$ cat config.mk
export PLATFORM = sky130hd
export DESIGN_NAME = rco_ref_clock_config
export DESIGN_NICKNAME = d
export VERILOG_FILES = /design/src/verilog/rco_sync.v /design/src/verilog/rco_ref_clock_config.v
export VERILOG_INCLUDE_DIRS = /design/src /design/src/verilog
export SDC_FILE = /design/constraint.sdc
export NUM_CORES = 1
export LEC_CHECK = 0
export ABC_AREA = 1
export BUFFER_PORTS_ARGS = -buffer_cell sky130_fd_sc_hd__buf_2
export CAP_MARGIN = 10
export CORE_MARGIN = 3
export CORE_UTILIZATION = 53
export CTS_CLUSTER_DIAMETER = 40
export CTS_CLUSTER_SIZE = 12
export DETAILED_ROUTE_END_ITERATION = 6
export GPL_TIMING_DRIVEN = 0
export PLACE_DENSITY = 0.75
export SLEW_MARGIN = 20
export SYNTH_ARGS = -nofsm -noshare
export SYNTH_HDL_FRONTEND = slang
export SYNTH_HIERARCHICAL = 1
export SYNTH_SLANG_ARGS = --single-unit
$ cat constraint.sdc
create_clock -name clock -period 6.04 [get_ports clock]
set_clock_uncertainty 0.15 [all_clocks]
set_input_delay 0.604 -clock clock [delete_from_list [all_inputs] [get_ports clock]]
set_output_delay 0.604 -clock clock [all_outputs]
set_load 0.005 [all_outputs]
$ cat src/verilog/rco_consts.vh
/*
 * constants of the reference clock and clock output configuration block:
 * serial-bus address, register offsets, bit positions, reset values,
 * select-pin level codes and detector current codes.
 * assumes it is included by bare name by every design file that needs it.
 */
`ifndef RCO_CONSTS_VH
`define RCO_CONSTS_VH

// serial-bus device address, arbitrary value
`define RCO_DEV_ADDR          7'h60

// register offsets
`define RCO_OFS_REF_FREQ      8'h01
`define RCO_OFS_CLK_BUF       8'h05
`define RCO_OFS_EXT_AMP       8'h06
`define RCO_OFS_DETECTOR      8'h07
`define RCO_OFS_STATUS        8'h08

// reference_frequency_control fields
`define RCO_BIT_REF_FREQ      0

// clock_buffer_control fields
`define RCO_BIT_DRIVE_SHAPE   0
`define RCO_BIT_BUF_DISABLE   1
`define RCO_BIT_OVERRIDE      2
`define RCO_BIT_BUF_MODE      3

// external_amplifier_control fields
`define RCO_BIT_AMP_GAIN      0
`define RCO_BIT_AMP_MODE      1

// detector current fields: charge 680 + 20*code uA, discharge 10 + 5*code uA
`define RCO_DET_CHG_LSB       0
`define RCO_DET_CHG_MSB       3
`define RCO_DET_DIS_LSB       4
`define RCO_DET_DIS_MSB       6
`define RCO_DET_CHG_MAX       4'hE
`define RCO_DET_DIS_MAX       3'h6

// reset values
`define RCO_RST_REF_FREQ      8'h00
`define RCO_RST_CLK_BUF       8'h00
`define RCO_RST_EXT_AMP       8'h00
`define RCO_RST_DETECTOR      8'h36

// select-pin level codes from the four-level comparator
`define RCO_SEL_VCC           2'h3
`define RCO_SEL_TWO_THIRDS    2'h2
`define RCO_SEL_ONE_THIRD     2'h1
`define RCO_SEL_GND           2'h0

// cycles after reset release before the strap level is trusted
`define RCO_STRAP_WAIT        2'h3

`endif

$ cat src/verilog/rco_sync.v
/*
 * two flip-flop synchroniser for a bundle of independent levels.
 * assumes each bit changes slowly compared with the clock, and that
 * only the second stage is read by other logic.
 */
`timescale 1ns/1ps
`default_nettype none

module rco_sync #(
    parameter WIDTH = 1,
    parameter [WIDTH-1:0] RESET_VAL = {WIDTH{1'b0}}
) (
    input  wire             clock,  // block clock
    input  wire             rst_n,  // async reset, active low
    input  wire             ce,     // clock enable
    input  wire [WIDTH-1:0] d,      // asynchronous input
    output reg  [WIDTH-1:0] q       // synchronised output
);

    reg [WIDTH-1:0] meta_reg;

    // two stages, the first read only by the second
    always @(posedge clock or negedge rst_n) begin
        if (!rst_n) begin
            meta_reg <= RESET_VAL;
            q        <= RESET_VAL;
        end else if (ce) begin
            meta_reg <= d;
            q        <= meta_reg;
        end
    end

endmodule

`default_nettype wire

$ cat src/verilog/rco_ref_clock_config.v
/*
 * reference clock and clock output configuration with its serial-bus
 * register slave, select-pin strap decode and external amplifier pin.
 * assumes an open-drain two-wire bus with external pull-ups, a select
 * pin already turned into a two-bit level code by comparators, and a
 * reference clock input slower than half the block clock.
 */
`timescale 1ns/1ps
`default_nettype none

`include "rco_consts.vh"

// How it works
// - select pin at supply or open: 26 MHz, single-ended buffer.
// - select pin at two thirds supply: 26 MHz, differential buffer.
// - select pin at one third supply: 36 MHz, single-ended buffer.
// - select pin grounded: 36 MHz, differential buffer.
// - single-ended output starts square, shape bit cleared at reset.
// - differential drive 500 uA with shape bit zero, 1 mA when one.
// - single-ended with shape bit one gives sine-like output.
// - buffer-disable bit high switches off the active output buffer.
// - exactly one buffer mode is in effect, never both.
// - differential mode drives clock on true and complement pins.
// - single-ended mode drives clock on the true pin only.
// - override bit set: frequency and mode come from register bits.
// - override bit resets to zero, so the pin decode rules.
// - amplifier mode bit zero: amplifier pin is push-pull.
// - amplifier pin follows the gain-select bit.
// - open-drain amplifier pin option; software minds polarity and timing.
// - charge current settable 680 to 960 uA, nominal 800 uA.
// - discharge current settable 10 to 40 uA, nominal 25 uA.
// - bus pull-ups are external; pins are plain open-drain.
module rco_ref_clock_config #(
    parameter [6:0] DEV_ADDR = `RCO_DEV_ADDR
) (
    input  wire       clock,                               // 100 MHz block clock
    input  wire       rst_n,                               // async reset, active low
    input  wire       ce,                                  // clock enable
    input  wire       scl_in,                              // bus clock level
    input  wire       sda_in,                              // bus data level
    output wire       sda_out,                             // bus data drive value
    output wire       sda_oe_n,                            // low while pulling data low
    input  wire [1:0] clock_select_level,                  // four-level pin code
    input  wire       reference_input_pin,                 // reference clock in
    output reg        clock_output_true,                   // clock output, true pin
    output reg        clock_output_complement,             // clock output, complement
    output reg        reference_select_36,                 // 1 = 36 MHz, 0 = 26 MHz
    output reg        differential_mode,                   // 1 = differential buffer
    output reg        drive_current_high,                  // differential 1 mA drive
    output reg        single_ended_sine,                   // single-ended sine shape
    output reg        buffer_enabled,                      // active buffer running
    output reg        external_amplifier_control_pin_out,  // amplifier pin value
    output reg        external_amplifier_control_pin_oe_n, // low while driving
    output reg  [3:0] detector_charge_code,                // charge current code
    output reg  [2:0] detector_discharge_code              // discharge current code
);

    localparam [2:0] ST_IDLE  = 3'h0;
    localparam [2:0] ST_ADDR  = 3'h1;
    localparam [2:0] ST_PTR   = 3'h2;
    localparam [2:0] ST_WDATA = 3'h3;
    localparam [2:0] ST_RDATA = 3'h4;
    localparam [2:0] ST_ACK   = 3'h5;
    localparam [2:0] ST_RACK  = 3'h6;

    wire       rst_sync_n;
    wire       scl_s;
    wire       sda_s;
    wire [1:0] sel_s;
    wire       ref_s;

    reg        scl_d_reg;
    reg        sda_d_reg;
    reg  [2:0] state_reg;
    reg  [2:0] after_ack_reg;
    reg  [3:0] bit_cnt_reg;
    reg  [7:0] shift_reg;
    reg  [7:0] rd_shift_reg;
    reg  [7:0] pointer_reg;
    reg        sda_low_reg;
    reg        master_nack_reg;

    reg  [7:0] ref_freq_ctl_reg;
    reg  [7:0] clk_buf_ctl_reg;
    reg  [7:0] ext_amp_ctl_reg;
    reg  [7:0] detector_ctl_reg;

    reg  [1:0] strap_wait_reg;
    reg        strap_done_reg;
    reg        strap_freq36_reg;
    reg        strap_diff_reg;
    reg  [1:0] strap_code_reg;

    reg  [7:0] rd_data;
    reg        eff_freq36;
    reg        eff_diff;

    wire scl_rise = scl_s & ~scl_d_reg;
    wire scl_fall = ~scl_s & scl_d_reg;
    wire start_cond = scl_s & scl_d_reg & sda_d_reg & ~sda_s;
    wire stop_cond  = scl_s & scl_d_reg & ~sda_d_reg & sda_s;
    wire byte_done  = (bit_cnt_reg == 4'h8);

    // reset release through two flip-flops
    rco_sync #(.WIDTH(1), .RESET_VAL(1'b0)) u_rst_sync (
        .clock (clock),
        .rst_n (rst_n),
        .ce    (1'b1),
        .d     (1'b1),
        .q     (rst_sync_n)
    );

    // bus pins, select pin and reference clock into the block domain
    rco_sync #(.WIDTH(2), .RESET_VAL(2'h3)) u_bus_sync (
        .clock (clock),
        .rst_n (rst_sync_n),
        .ce    (ce),
        .d     ({scl_in, sda_in}),
        .q     ({scl_s, sda_s})
    );

    rco_sync #(.WIDTH(3), .RESET_VAL(3'h0)) u_pin_sync (
        .clock (clock),
        .rst_n (rst_sync_n),
        .ce    (ce),
        .d     ({clock_select_level, reference_input_pin}),
        .q     ({sel_s, ref_s})
    );

    // open-drain data pin: only ever pulled low, pull-up is external
    assign sda_out  = 1'b0;
    assign sda_oe_n = ~sda_low_reg;

    // register read mux, unmapped offsets read zero
    always @* begin
        case (pointer_reg)
            `RCO_OFS_REF_FREQ: rd_data = ref_freq_ctl_reg;
            `RCO_OFS_CLK_BUF:  rd_data = clk_buf_ctl_reg;
            `RCO_OFS_EXT_AMP:  rd_data = ext_amp_ctl_reg;
            `RCO_OFS_DETECTOR: rd_data = detector_ctl_reg;
            `RCO_OFS_STATUS:   rd_data = {3'h0, buffer_enabled, strap_code_reg,
                                          differential_mode, reference_select_36};
            default:           rd_data = 8'h00;
        endcase
    end

    // bus slave: byte shifting, acknowledge and register pointer
    always @(posedge clock or negedge rst_sync_n) begin
        if (!rst_sync_n) begin
            scl_d_reg        <= 1'b1;
            sda_d_reg        <= 1'b1;
            state_reg        <= ST_IDLE;
            after_ack_reg    <= ST_IDLE;
            bit_cnt_reg      <= 4'h0;
            shift_reg        <= 8'h00;
            rd_shift_reg     <= 8'h00;
            pointer_reg      <= 8'h00;
            sda_low_reg      <= 1'b0;
            master_nack_reg  <= 1'b0;
            ref_freq_ctl_reg <= `RCO_RST_REF_FREQ;
            clk_buf_ctl_reg  <= `RCO_RST_CLK_BUF;
            ext_amp_ctl_reg  <= `RCO_RST_EXT_AMP;
            detector_ctl_reg <= `RCO_RST_DETECTOR;
        end else if (ce) begin
            scl_d_reg <= scl_s;
            sda_d_reg <= sda_s;
            if (start_cond) begin
                state_reg   <= ST_ADDR;
                bit_cnt_reg <= 4'h0;
                sda_low_reg <= 1'b0;
            end else if (stop_cond) begin
                state_reg   <= ST_IDLE;
                sda_low_reg <= 1'b0;
            end else if (scl_rise) begin
                if (state_reg == ST_ADDR || state_reg == ST_PTR ||
                    state_reg == ST_WDATA) begin
                    shift_reg   <= {shift_reg[6:0], sda_s};
                    bit_cnt_reg <= bit_cnt_reg + 4'h1;
                end else if (state_reg == ST_RACK) begin
                    master_nack_reg <= sda_s;
                end
            end else if (scl_fall) begin
                case (state_reg)
                    ST_ADDR: begin
                        if (byte_done) begin
                            if (shift_reg[7:1] == DEV_ADDR) begin
                                state_reg     <= ST_ACK;
                                sda_low_reg   <= 1'b1;
                                after_ack_reg <= shift_reg[0] ? ST_RDATA : ST_PTR;
                            end else begin
                                state_reg <= ST_IDLE;
                            end
                        end
                    end
                    ST_PTR: begin
                        if (byte_done) begin
                            pointer_reg   <= shift_reg;
                            state_reg     <= ST_ACK;
                            sda_low_reg   <= 1'b1;
                            after_ack_reg <= ST_WDATA;
                        end
                    end
                    ST_WDATA: begin
                        if (byte_done) begin
                            case (pointer_reg)
                                `RCO_OFS_REF_FREQ: ref_freq_ctl_reg <= shift_reg;
                                `RCO_OFS_CLK_BUF:  clk_buf_ctl_reg  <= shift_reg;
                                `RCO_OFS_EXT_AMP:  ext_amp_ctl_reg  <= shift_reg;
                                `RCO_OFS_DETECTOR: detector_ctl_reg <= shift_reg;
                                default:           ;
                            endcase
                            pointer_reg   <= pointer_reg + 8'h01;
                            state_reg     <= ST_ACK;
                            sda_low_reg   <= 1'b1;
                            after_ack_reg <= ST_WDATA;
                        end
                    end
                    ST_ACK: begin
                        bit_cnt_reg <= 4'h0;
                        state_reg   <= after_ack_reg;
                        if (after_ack_reg == ST_RDATA) begin
                            rd_shift_reg <= rd_data;
                            sda_low_reg  <= ~rd_data[7];
                            pointer_reg  <= pointer_reg + 8'h01;
                        end else begin
                            sda_low_reg <= 1'b0;
                        end
                    end
                    ST_RDATA: begin
                        if (bit_cnt_reg == 4'h7) begin
                            sda_low_reg <= 1'b0;
                            state_reg   <= ST_RACK;
                        end else begin
                            bit_cnt_reg  <= bit_cnt_reg + 4'h1;
                            rd_shift_reg <= {rd_shift_reg[6:0], 1'b0};
                            sda_low_reg  <= ~rd_shift_reg[6];
                        end
                    end
                    ST_RACK: begin
                        bit_cnt_reg <= 4'h0;
                        if (master_nack_reg) begin
                            state_reg <= ST_IDLE;
                        end else begin
                            state_reg    <= ST_RDATA;
                            rd_shift_reg <= rd_data;
                            sda_low_reg  <= ~rd_data[7];
                            pointer_reg  <= pointer_reg + 8'h01;
                        end
                    end
                    default: begin
                        sda_low_reg <= 1'b0;
                    end
                endcase
            end
        end
    end

    // catch the select pin code once, shortly after reset release
    always @(posedge clock or negedge rst_sync_n) begin
        if (!rst_sync_n) begin
            strap_wait_reg   <= 2'h0;
            strap_done_reg   <= 1'b0;
            strap_code_reg   <= `RCO_SEL_VCC;
            strap_freq36_reg <= 1'b0;
            strap_diff_reg   <= 1'b0;
        end else if (ce && !strap_done_reg) begin
            if (strap_wait_reg == `RCO_STRAP_WAIT) begin
                strap_done_reg <= 1'b1;
                strap_code_reg <= sel_s;
                case (sel_s)
                    `RCO_SEL_VCC: begin
                        strap_freq36_reg <= 1'b0;
                        strap_diff_reg   <= 1'b0;
                    end
                    `RCO_SEL_TWO_THIRDS: begin
                        strap_freq36_reg <= 1'b0;
                        strap_diff_reg   <= 1'b1;
                    end
                    `RCO_SEL_ONE_THIRD: begin
                        strap_freq36_reg <= 1'b1;
                        strap_diff_reg   <= 1'b0;
                    end
                    default: begin
                        strap_freq36_reg <= 1'b1;
                        strap_diff_reg   <= 1'b1;
                    end
                endcase
            end else begin
                strap_wait_reg <= strap_wait_reg + 2'h1;
            end
        end
    end

    // override picks register bits over the pin decode
    always @* begin
        if (clk_buf_ctl_reg[`RCO_BIT_OVERRIDE]) begin
            eff_freq36 = ref_freq_ctl_reg[`RCO_BIT_REF_FREQ];
            eff_diff   = clk_buf_ctl_reg[`RCO_BIT_BUF_MODE];
        end else begin
            eff_freq36 = strap_freq36_reg;
            eff_diff   = strap_diff_reg;
        end
    end

    // clock output buffer: one mode only, gated by the disable bit
    always @(posedge clock or negedge rst_sync_n) begin
        if (!rst_sync_n) begin
            reference_select_36     <= 1'b0;
            differential_mode       <= 1'b0;
            drive_current_high      <= 1'b0;
            single_ended_sine       <= 1'b0;
            buffer_enabled          <= 1'b0;
            clock_output_true       <= 1'b0;
            clock_output_complement <= 1'b0;
            detector_charge_code    <= 4'h0;
            detector_discharge_code <= 3'h0;
        end else if (ce) begin
            reference_select_36 <= eff_freq36;
            differential_mode   <= eff_diff;
            drive_current_high  <= eff_diff &
                                   clk_buf_ctl_reg[`RCO_BIT_DRIVE_SHAPE];
            single_ended_sine   <= ~eff_diff &
                                   clk_buf_ctl_reg[`RCO_BIT_DRIVE_SHAPE];
            buffer_enabled      <= strap_done_reg &
                                   ~clk_buf_ctl_reg[`RCO_BIT_BUF_DISABLE];
            clock_output_true   <= buffer_enabled & ref_s;
            clock_output_complement <= buffer_enabled & differential_mode & ~ref_s;
            // clamp out-of-range current codes to the top setting
            detector_charge_code <=
                (detector_ctl_reg[`RCO_DET_CHG_MSB:`RCO_DET_CHG_LSB] > `RCO_DET_CHG_MAX) ?
                `RCO_DET_CHG_MAX : detector_ctl_reg[`RCO_DET_CHG_MSB:`RCO_DET_CHG_LSB];
            detector_discharge_code <=
                (detector_ctl_reg[`RCO_DET_DIS_MSB:`RCO_DET_DIS_LSB] > `RCO_DET_DIS_MAX) ?
                `RCO_DET_DIS_MAX : detector_ctl_reg[`RCO_DET_DIS_MSB:`RCO_DET_DIS_LSB];
        end
    end

    // amplifier pin: push-pull, or open-drain pulling low for gain bit zero
    always @(posedge clock or negedge rst_sync_n) begin
        if (!rst_sync_n) begin
            external_amplifier_control_pin_out  <= 1'b0;
            external_amplifier_control_pin_oe_n <= 1'b0;
        end else if (ce) begin
            if (!ext_amp_ctl_reg[`RCO_BIT_AMP_MODE]) begin
                external_amplifier_control_pin_out  <= ext_amp_ctl_reg[`RCO_BIT_AMP_GAIN];
                external_amplifier_control_pin_oe_n <= 1'b0;
            end else begin
                external_amplifier_control_pin_out  <= 1'b0;
                external_amplifier_control_pin_oe_n <= ext_amp_ctl_reg[`RCO_BIT_AMP_GAIN];
            end
        end
    end

endmodule

`default_nettype wire

-- Yosys cells after proc, flatten, opt, wreduce, memory -nomap -nowiden
Index checks and enable logic that the tools add are counted.
- output and inout port bits: 18
- flip-flop bits (word level): 104
- mux-type cells: 51
- reduce and logical (&&, ||, !) cells: 29
- $lt $le $gt $ge: 2
- bitwise logic cells: 28
- eq/ne operators: 36
- $add $sub $neg: 3
- operators by type and width (kind ; number):
    $mux W3 ; 14
    $pmux W8 S5 ; 1
    $mux W8 ; 4
    $pmux W8 S4 ; 1
    $reduce_and A8 Y1 ; 4
    $mux W4 ; 7
    $eq A8 B3 Y1 const B ; 3
    $mux W7 ; 3
    $pmux W7 S3 ; 1
    $reduce_and A9 Y1 ; 2
    $mux W1 ; 16
    $ne A4 B4 Y1 const B ; 4
    $not A1 Y1 ; 15
    $pmux W3 S5 ; 1
    $ne A2 B2 Y1 const B ; 7
    $reduce_and A7 Y1 ; 2
    $and A1 B1 Y1 ; 13
    $eq A3 B3 Y1 const B ; 4
    $reduce_and A6 Y1 ; 2
    $reduce_and A10 Y1 ; 1
    $reduce_bool A3 Y1 ; 3
    $add A8 B1 Y8 const B ; 1
    $eq A8 B1 Y1 const B ; 1
    $eq A8 B4 Y1 const B ; 1
    27 further kinds ; 38

-- Depth between registers and ports, before layout
Gate-level depths: netlist (run 1).
- depth in word-level cells: 9
- mapped depth: 12
- mapped depth without buffers: 12

-- Modules after synthesis
Netlist (run 1), hierarchy kept.
- by module, submodules not included (module ; seq. area each (um^2) ; instances ; cells each ; area each (um^2)):
    rco_ref_clock_config ; 2312.2 ; 1 ; 606 ; 4818.4
    rco_sync (u_pin_sync) ; 150.1 ; 1 ; 25 ; 221.5
    rco_sync (u_bus_sync) ; 105.1 ; 1 ; 17 ; 153.9
    rco_sync (u_rst_sync) ; 50.0 ; 1 ; 9 ; 76.3

-- Worst setup path before layout (run 1)
No wires, ideal clock.
- path kind: register -> register
- start point: reg scl_d_reg
- end point: reg clk_buf_ctl_reg[5]
- stages on the path, launching flop included: 10
- slack: 4151 ps
- arrival time: 1616 ps
- path buffers: 1
- cell sequence: dfstp_2 inv_1 ha_1 nor2_1 nand3_2 inv_2 nand3_4 buf_2 nand2_1 o21ai_1
- word-level cells in the longest chain between the ends: 5
- elaborated cells between the ends (all ways): 12
- those cells by class: 11 x bitwise; 1 x reduce/logical
- ends and longest elaborated chain (element ; line ; text):
    start: declaration ; rco_ref_clock_config.v:72 ; reg scl_d_reg;
    start signal: assignment ; rco_ref_clock_config.v:165 ; scl_d_reg <= scl_s;
    $and A1 B1 Y1 ; rco_ref_clock_config.v:100, rco_ref_clock_config.v:101 ;
    $and A1 B1 Y1, on equally long branches (2 in series) ; rco_ref_clock_config.v:101, rco_ref_clock_config.v:100 ;
    $not A1 Y1 (no source line) ; -- ;
    $reduce_and A8 Y1 (no source line) * ; -- ;
    end signal: assignment ; rco_ref_clock_config.v:161 ; clk_buf_ctl_reg <= `RCO_RST_CLK_BUF;
    end signal: assignment ; rco_ref_clock_config.v:207 ; `RCO_OFS_CLK_BUF: clk_buf_ctl_reg <= shift_reg;
    end: declaration ; rco_ref_clock_config.v:84 ; reg [7:0] clk_buf_ctl_reg;
Every way passes the cells marked *; elsewhere a longest branch is shown, timed or not.
A chain may end at the register's enable or synchronous reset.

-- Final worst setup path (run 1)
- start point: reg scl_d_reg
- end point: reg ext_amp_ctl_reg[2]
- word-level cells in the longest chain between the ends: 5
- elaborated cells between the ends (all ways): 12
- those cells by class: 11 x bitwise; 1 x reduce/logical
- ends and longest elaborated chain (element ; line ; text):
    $and A1 B1 Y1 ; rco_ref_clock_config.v:100, rco_ref_clock_config.v:101 ;
    $and A1 B1 Y1, on equally long branches (2 in series) ; rco_ref_clock_config.v:101, rco_ref_clock_config.v:100 ;
    $not A1 Y1 (no source line) ; -- ;
    $reduce_and A8 Y1 (no source line) * ; -- ;
    end signal: assignment ; rco_ref_clock_config.v:162 ; ext_amp_ctl_reg <= `RCO_RST_EXT_AMP;
    end signal: assignment ; rco_ref_clock_config.v:208 ; `RCO_OFS_EXT_AMP: ext_amp_ctl_reg <= shift_reg;
    end: declaration ; rco_ref_clock_config.v:85 ; reg [7:0] ext_amp_ctl_reg;
Marks and branches as above.

==> results.yml, run 1 <==
yosys:
  syn_avg_cell_area_um2: 8.02
  ys_types: 40
  synth_area_leaders: "dfrtp_1 44%, nand2_1 17%, o21ai_0 6.3%"
  synth_top_area_share_pct: 43.7
  synthCells: 657
  yosys.area.top_type: "dfrtp_1"
  synth-seq-cells: 104
  synth_edf_count: 0
  syn-cell-area_um2: 5270
  async_reset_ff_share_pct: 100
  yosys_warnings: 6
  synth_common_cells: "240 x nand2_1, 92 x dfrtp_1, 66 x o21ai_0, 51 x inv_1, 48 x nor2_1"
  synth_most_common_cell: "nand2_1"
  synth_ff_type: "dfrtp_1"
  seq_area_frac_synth_pct: 49.7
drt:
  drc_errors: 0
  drtIter0Drc: 362
  wire_per_inst_um: 15.0
  via_per_inst: 5.38
  antenna_left: 0
  wl_um: 12400
  dr.pass1.iters: 5
  vias: 4480
critical_path:
  crit_chain: "inv_1 -> ha_1 -> nor2_1 -> nand3_2 -> inv_2 -> nand3_4 -> buf_6 -> o21ai_0"
  crit_fanout: 10
  rr_endpoint: "ext_amp_ctl_reg[2]"
  reg2reg_slack_ps: 3890
  critPathMaxStageDelay_ps: 560
  endpoint: "ext_amp_ctl_reg[2]"
  criticalPathCategory: "reg2reg"
  cp_slowest_cell: "dfstp_2"
  worst_setup_path_start_kind: "flip-flop"
  cp_top_family: "flip-flops"
  cp_data_required_time_ps: 6160
  r2r-start: "scl_d_reg"
  crit_start: "scl_d_reg"
  r2r_cells: 8
  cp.depth: 8
  critPathArrivalTime_ps: 2270
  cp-end-kind: "flip-flop"
  cp_num_buf_inv: 3
place:
  gp_congestion: 0.896
  port_buffers: 24
  dpl.hpwl_um: 9130
timing:
  drv_slew: 0
  setup-violations-final: 0
  worst_slew_pin_slew_ps: 619
  rsz0062_at_grt: "no"
  hold_violations: 0
  tns_ps: 0
  fmax_mhz: 465
  period_share_pct: 35.6
  max_slew_margin_pct: 58.4
  post-route-min-period_ps: 2150
power_and_ir_drop:
  vdd_drop_max_mv: 0.162
  p_per_area_nw_per_um2: 220
  p_leak_nw: 2.92
die:
  core_area_um2: 9460
  fp.dieW_um: 106
  die_h_um: 106
  die_area_um2: 11200
  start_util_pct: 55.7
  row_count: 35
  pin_count: 26
grt:
  antenna_found_initial: 0
  grt_pass1_vias: 4218
  overflow: 0
  globalRouteTotalUtil_pct: 23.6
  grt_max_degree: 49
  grt_first_pass_wirelength_um: 20900
layout:
  diodes: 0
  fill_cells: 823
  fin_util_pct: 61.5
  fin_nets: 716
  drive_gt1_share_pct: 13.5
  syn2layout_area_growth_pct: 10.4
clock_tree:
  clockBufferDepth: 2
  clkTransAtPathRegs_ps: 90
  clk_latency_ps: 370
  cts_num_sinks: 104
  cts_tree: "yes"
  root_buffer: "clkbuf_8"
  numCtsBuffers: 9
  htreeDepth: 3
outcome:
  status: "finished clean"
job:
  drv_cap: 0
min_path:
  hold_class: "reg2async"
how the worst min path moves through the flow:
stage | cells past startpoint | slack, ps | start | endpoint
6_report | 0 | 10 | u_rst_sync/q | u_pin_sync/q[1]
5_1_grt | 0 | 30 | u_rst_sync/q | u_pin_sync/q[1]
4_1_cts | 0 | 20 | u_rst_sync/q | u_pin_sync/q[1]
3_5_place_dp | 0 | 9 | u_rst_sync/q | u_pin_sync/q[1]
3_3_place_gp | 1 | 240 | rst_n | u_rst_sync/meta_reg
2_1_floorplan | 0 | 160 | rst_n | u_rst_sync/meta_reg
final cells by class:
| type | instances | area [um^2] | share of cell area (%) |
|---|---|---|---|
| Sequential cell | 104 | 2620 | 45.1 |
| Clock buffer | 12 | 155 | 2.67 |
| Multi-Input combinational cell | 482 | 2330 | 40.1 |
| Timing Repair Buffer | 27 | 185 | 3.18 |
| Buffer | 14 | 104 | 1.79 |
| Inverter | 60 | 225 | 3.87 |
| Clock inverter | 4 | 28.8 | 0.495 |
| Tap cell | 129 | 161 | 2.78 |
report_power, final:
group	switching (W)	internal, W
clock	0.000235	0.000173
sequential	0.0000232	0.000722
combinational	0.0000821	0.0000422
stage by stage:
step           cell area (um^2)  cells  setup WS [ps]  power (W)  hold slack (ps)
6_report                   5820    832           3890    0.00128             13.9
5_1_grt                    5820    832           3740    0.00134             30.7
4_1_cts                    5820    832           3890    0.00129             21.1
3_5_place_dp               5620    815           3520   0.000884             8.66
3_3_place_gp               5560    813           1720   0.000866              240
2_1_floorplan              5280    660           2780   0.000836              158
placed cells by master (no fill, tap or decap), types with 10 or more instances in the layout:
master,count
nor2_1,48
inv_1,51
nand3_1,34
ha_1,10
nand2_1,240
dfstp_2,12
o21ai_0,66
buf_2,26
a21oi_1,12
o21ai_1,22
clkbuf_8,11
dfrtp_1,91
cells by family (layout without fill, tap and decap cells):
group | count (synthesis) | in the layout | share of synthesized area [%]
other | 2 | 5 | 0.143
muxes | 1 | 1 | 0.214
AOI/OAI and AO/OA | 109 | 109 | 10.8
adders and majority gates | 10 | 10 | 2.37
xor gates and xnor gates | 7 | 7 | 1.16
and+or+nand+nor | 350 | 350 | 29.4
DFF | 104 | 104 | 49.7
buffers and inverters | 74 | 117 | 6.24
repair_timing:
item | in CTS | in global routing
resized for setup | 0 | 0
setup buffers | 0 | 0
endpoints found under the hold margin | 2 | 0
hold buffers | 1 | 0
routing by layer:
| metal | vias up | routed length [um] | global-route usage [%] |
|---|---|---|---|
| met5 | - | 0 | 0 |
| met4 | 0 | 137 | 6.01 |
| met3 | 17 | 875 | 4.59 |
| met2 | 122 | 5840 | 36.5 |
| met1 | 2163 | 5590 | 34.2 |
| li1 | 2178 | - | - |
No activity file was read; power rests on OpenSTA's default activity.
==> inputs of run 2 (changes only) <==
--- a/config.mk
+++ b/config.mk
@@ -15,7 +15,7 @@
 export CTS_CLUSTER_SIZE = 12
 export DETAILED_ROUTE_END_ITERATION = 6
 export GPL_TIMING_DRIVEN = 0
-export PLACE_DENSITY = 0.75
+export PLACE_DENSITY = 0.78
 export SLEW_MARGIN = 20
 export SYNTH_ARGS = -nofsm -noshare
 export SYNTH_HDL_FRONTEND = slang
==> constraint.sdc (replaced) <==
create_clock -name clock -period 1.75 [get_ports clock]
set_clock_uncertainty 0.15 [all_clocks]
set_input_delay 0.175 -clock clock [delete_from_list [all_inputs] [get_ports clock]]
set_output_delay 0.175 -clock clock [all_outputs]
set_load 0.005 [all_outputs]
==> run 2 against run 1 <==
Net effect:
- the run now ends with negative setup slack left
- worst hold slack gained 20 ps
- first-iteration DRC count grew 44%
- highest routed layer unchanged
- via count grew 9.9%
- power grew to 3.6 times the previous value
- register-to-register slack lost 4100 ps
- critical endpoint is now pointer_reg[2]
- wire length grew 18%
- clock-buffer cell count shrank 2
- sequential share of layout area shrank 5.7 points
==> results.yml, run 2 (synthesized netlist as in run 1, its figures left out) <==
outcome:
  status: "finished with violations"
  failed_checks: "negative setup slack"
power_and_ir_drop:
  vdd_drop_max_mv: 0.682
  total_power_w: 0.00458
  p_leak_nw: 3.23
  p_per_area_nw_per_um2: 687
layout:
  final_area_um2: 6670
  fin_util_pct: 70.5
  syn2layout_area_growth_pct: 26.5
  layout.area.seq_um2: 2620
  layout_commonest_cell: "nand2_1"
  diodes: 0
  fill_cells: 669
  multi_input_area_um2: 2650
  drive_gt1_share_pct: 25.4
  fin_nets: 768
  mostFrequentLayoutCells: "222 x nand2_1, 90 x dfrtp_1, 43 x inv_1, 40 x o21ai_1"
critical_path:
  critPathMaxStageDelay_ps: 590
  cp-end-kind: "flip-flop"
  crit_chain: "inv_2 -> ha_4 -> nor2_4 -> nand3_4 -> nor2_1 -> nand4_4 -> nand2_1 -> o21ai_1"
  critPathArrivalTime_ps: 2030
  cp_data_required_time_ps: 1860
  cp_slowest_cell: "dfstp_2"
  worst_setup_path_start_kind: "flip-flop"
  crit_fanout: 8
  criticalPathCategory: "reg2reg"
timing:
  hold_ws_ps: 33.5
  max_slew_margin_pct: 59.3
  tns_ps: -6850
  hold_violations: 0
  worst_slew_pin_slew_ps: 611
  drv_slew: 0
  fmax_mhz: 522
  fin_ws_ps: -166
  rsz0062_at_grt: "yes"
  setup-violations-final: 67
  period_share_pct: 109
  post-route-min-period_ps: 1920
clock_tree:
  clkTransAtPathRegs_ps: 110
  htreeDepth: 3
  clockBufferDepth: 2
  root_buffer: "clkbuf_8"
  clk_latency_ps: 380
  cts_tree: "yes"
  cts_num_sinks: 104
  numCtsBuffers: 9
place:
  place_area_um2: 5620
  gp_congestion: 0.934
  port_buffers: 24
  dpl.hpwl_um: 9000
drt:
  wire_per_inst_um: 16.7
  via_per_inst: 5.57
  drc_errors: 0
  antenna_left: 0
  drtIter0Drc: 521
  wl_um: 14700
  vias: 4923
  dr.pass1.iters: 5
die:
  die_area_um2: 11200
  fp.dieW_um: 106
  die_h_um: 106
  row_count: 35
  start_util_pct: 55.7
  core_area_um2: 9460
  pin_count: 26
grt:
  overflow: 0
  globalRouteTotalUtil_pct: 26.7
  grt_max_degree: 60
  antenna_found_initial: 0
  grt_first_pass_wirelength_um: 23800
  grt_pass1_vias: 4912
min_path:
  hold_class: "in2reg"
job:
  drv_cap: 0
run 2: changes by cell type in the layout (fill, tap and decap cells not counted), moves of 9 or more:
cell,change
buf_4,+21
buf_6,+13
dlygate4sd3_1,+14
nand2_1,-18
nand2_2,+11
nor2_1,-9
o21ai_0,-27
o21ai_1,+18
run 2: what timing repair did:
item,4_1_cts,5_1_grt
setup endpoints to repair,66,69
pin swaps,15,8
gates cloned,4,2
gates resized for setup,65,57
hold endpoints to repair,12,0
hold buffers,15,0
buffers inserted,23,10
run 2: per-layer routing:
metal / global-route usage [%] / vias to the layer above / wire, um
li1: - / 2281 / -
met4: 8.88 / 0 / 357
met2: 44.9 / 237 / 7250
met3: 6.00 / 40 / 1280
met1: 34.2 / 2365 / 5860
met5: 0 / - / 0
run 2: path summary, 6_finish.rpt:
| path | startpoint | slack [ps] | endpoint | cells after the start |
|---|---|---|---|---|
| worst max-delay path | scl_d_reg | -170 | pointer_reg[2] | 8 |
| worst min-delay path | ce | 30 | u_pin_sync/q[0] | 4 |
| worst max register to register | scl_d_reg | -170 | pointer_reg[2] | 8 |
| worst min register to register | u_rst_sync/q | 210 | bit_cnt_reg[0] | 0 |
| max in group asynchronous | u_rst_sync/q | 500 | detector_ctl_reg[1] | 1 |
| min in group asynchronous | u_rst_sync/q | 210 | bit_cnt_reg[0] | 0 |
run 2: stage by stage:
| step | cells | setup slack (ps) |
|---|---|---|
| after floorplan | 660 | -67.8 |
| after global placement | 813 | -327 |
| after detailed placement | 814 | -369 |
| after CTS | 872 | -119 |
| after global routing | 884 | -227 |
| final | 884 | -166 |
run 2: critical path: cells and delay by family, from the launching register on:
| kind | cells | cell delay, ps |
|---|---|---|
| AND/OR/NAND/NOR | 5 | 750 |
| AO/OA/AOI/OAI | 1 | 70 |
| buffers and inverters | 1 | 60 |
| adder cells (fa/ha/maj) | 1 | 170 |
| flip-flops | 1 | 590 |
run 2: cell type report:
cell class                      instances  share of cell area [%]
Multi-Input combinational cell        482                    39.7
Sequential cell                       104                    39.3
Clock buffer                           10                    2.06
Timing Repair Buffer                   79                    10.5
Buffer                                 14                    1.76
Clock inverter                          6                   0.732
Inverter                               60                    3.45
Tap cell                              129                    2.42
run 2: where the power goes:
group | switching, W | internal [W] | total [W]
Sequential | 0.000116 | 0.00249 | 0.00261
Clock | 0.000877 | 0.000575 | 0.00145
Combinational | 0.000314 | 0.000204 | 0.000519
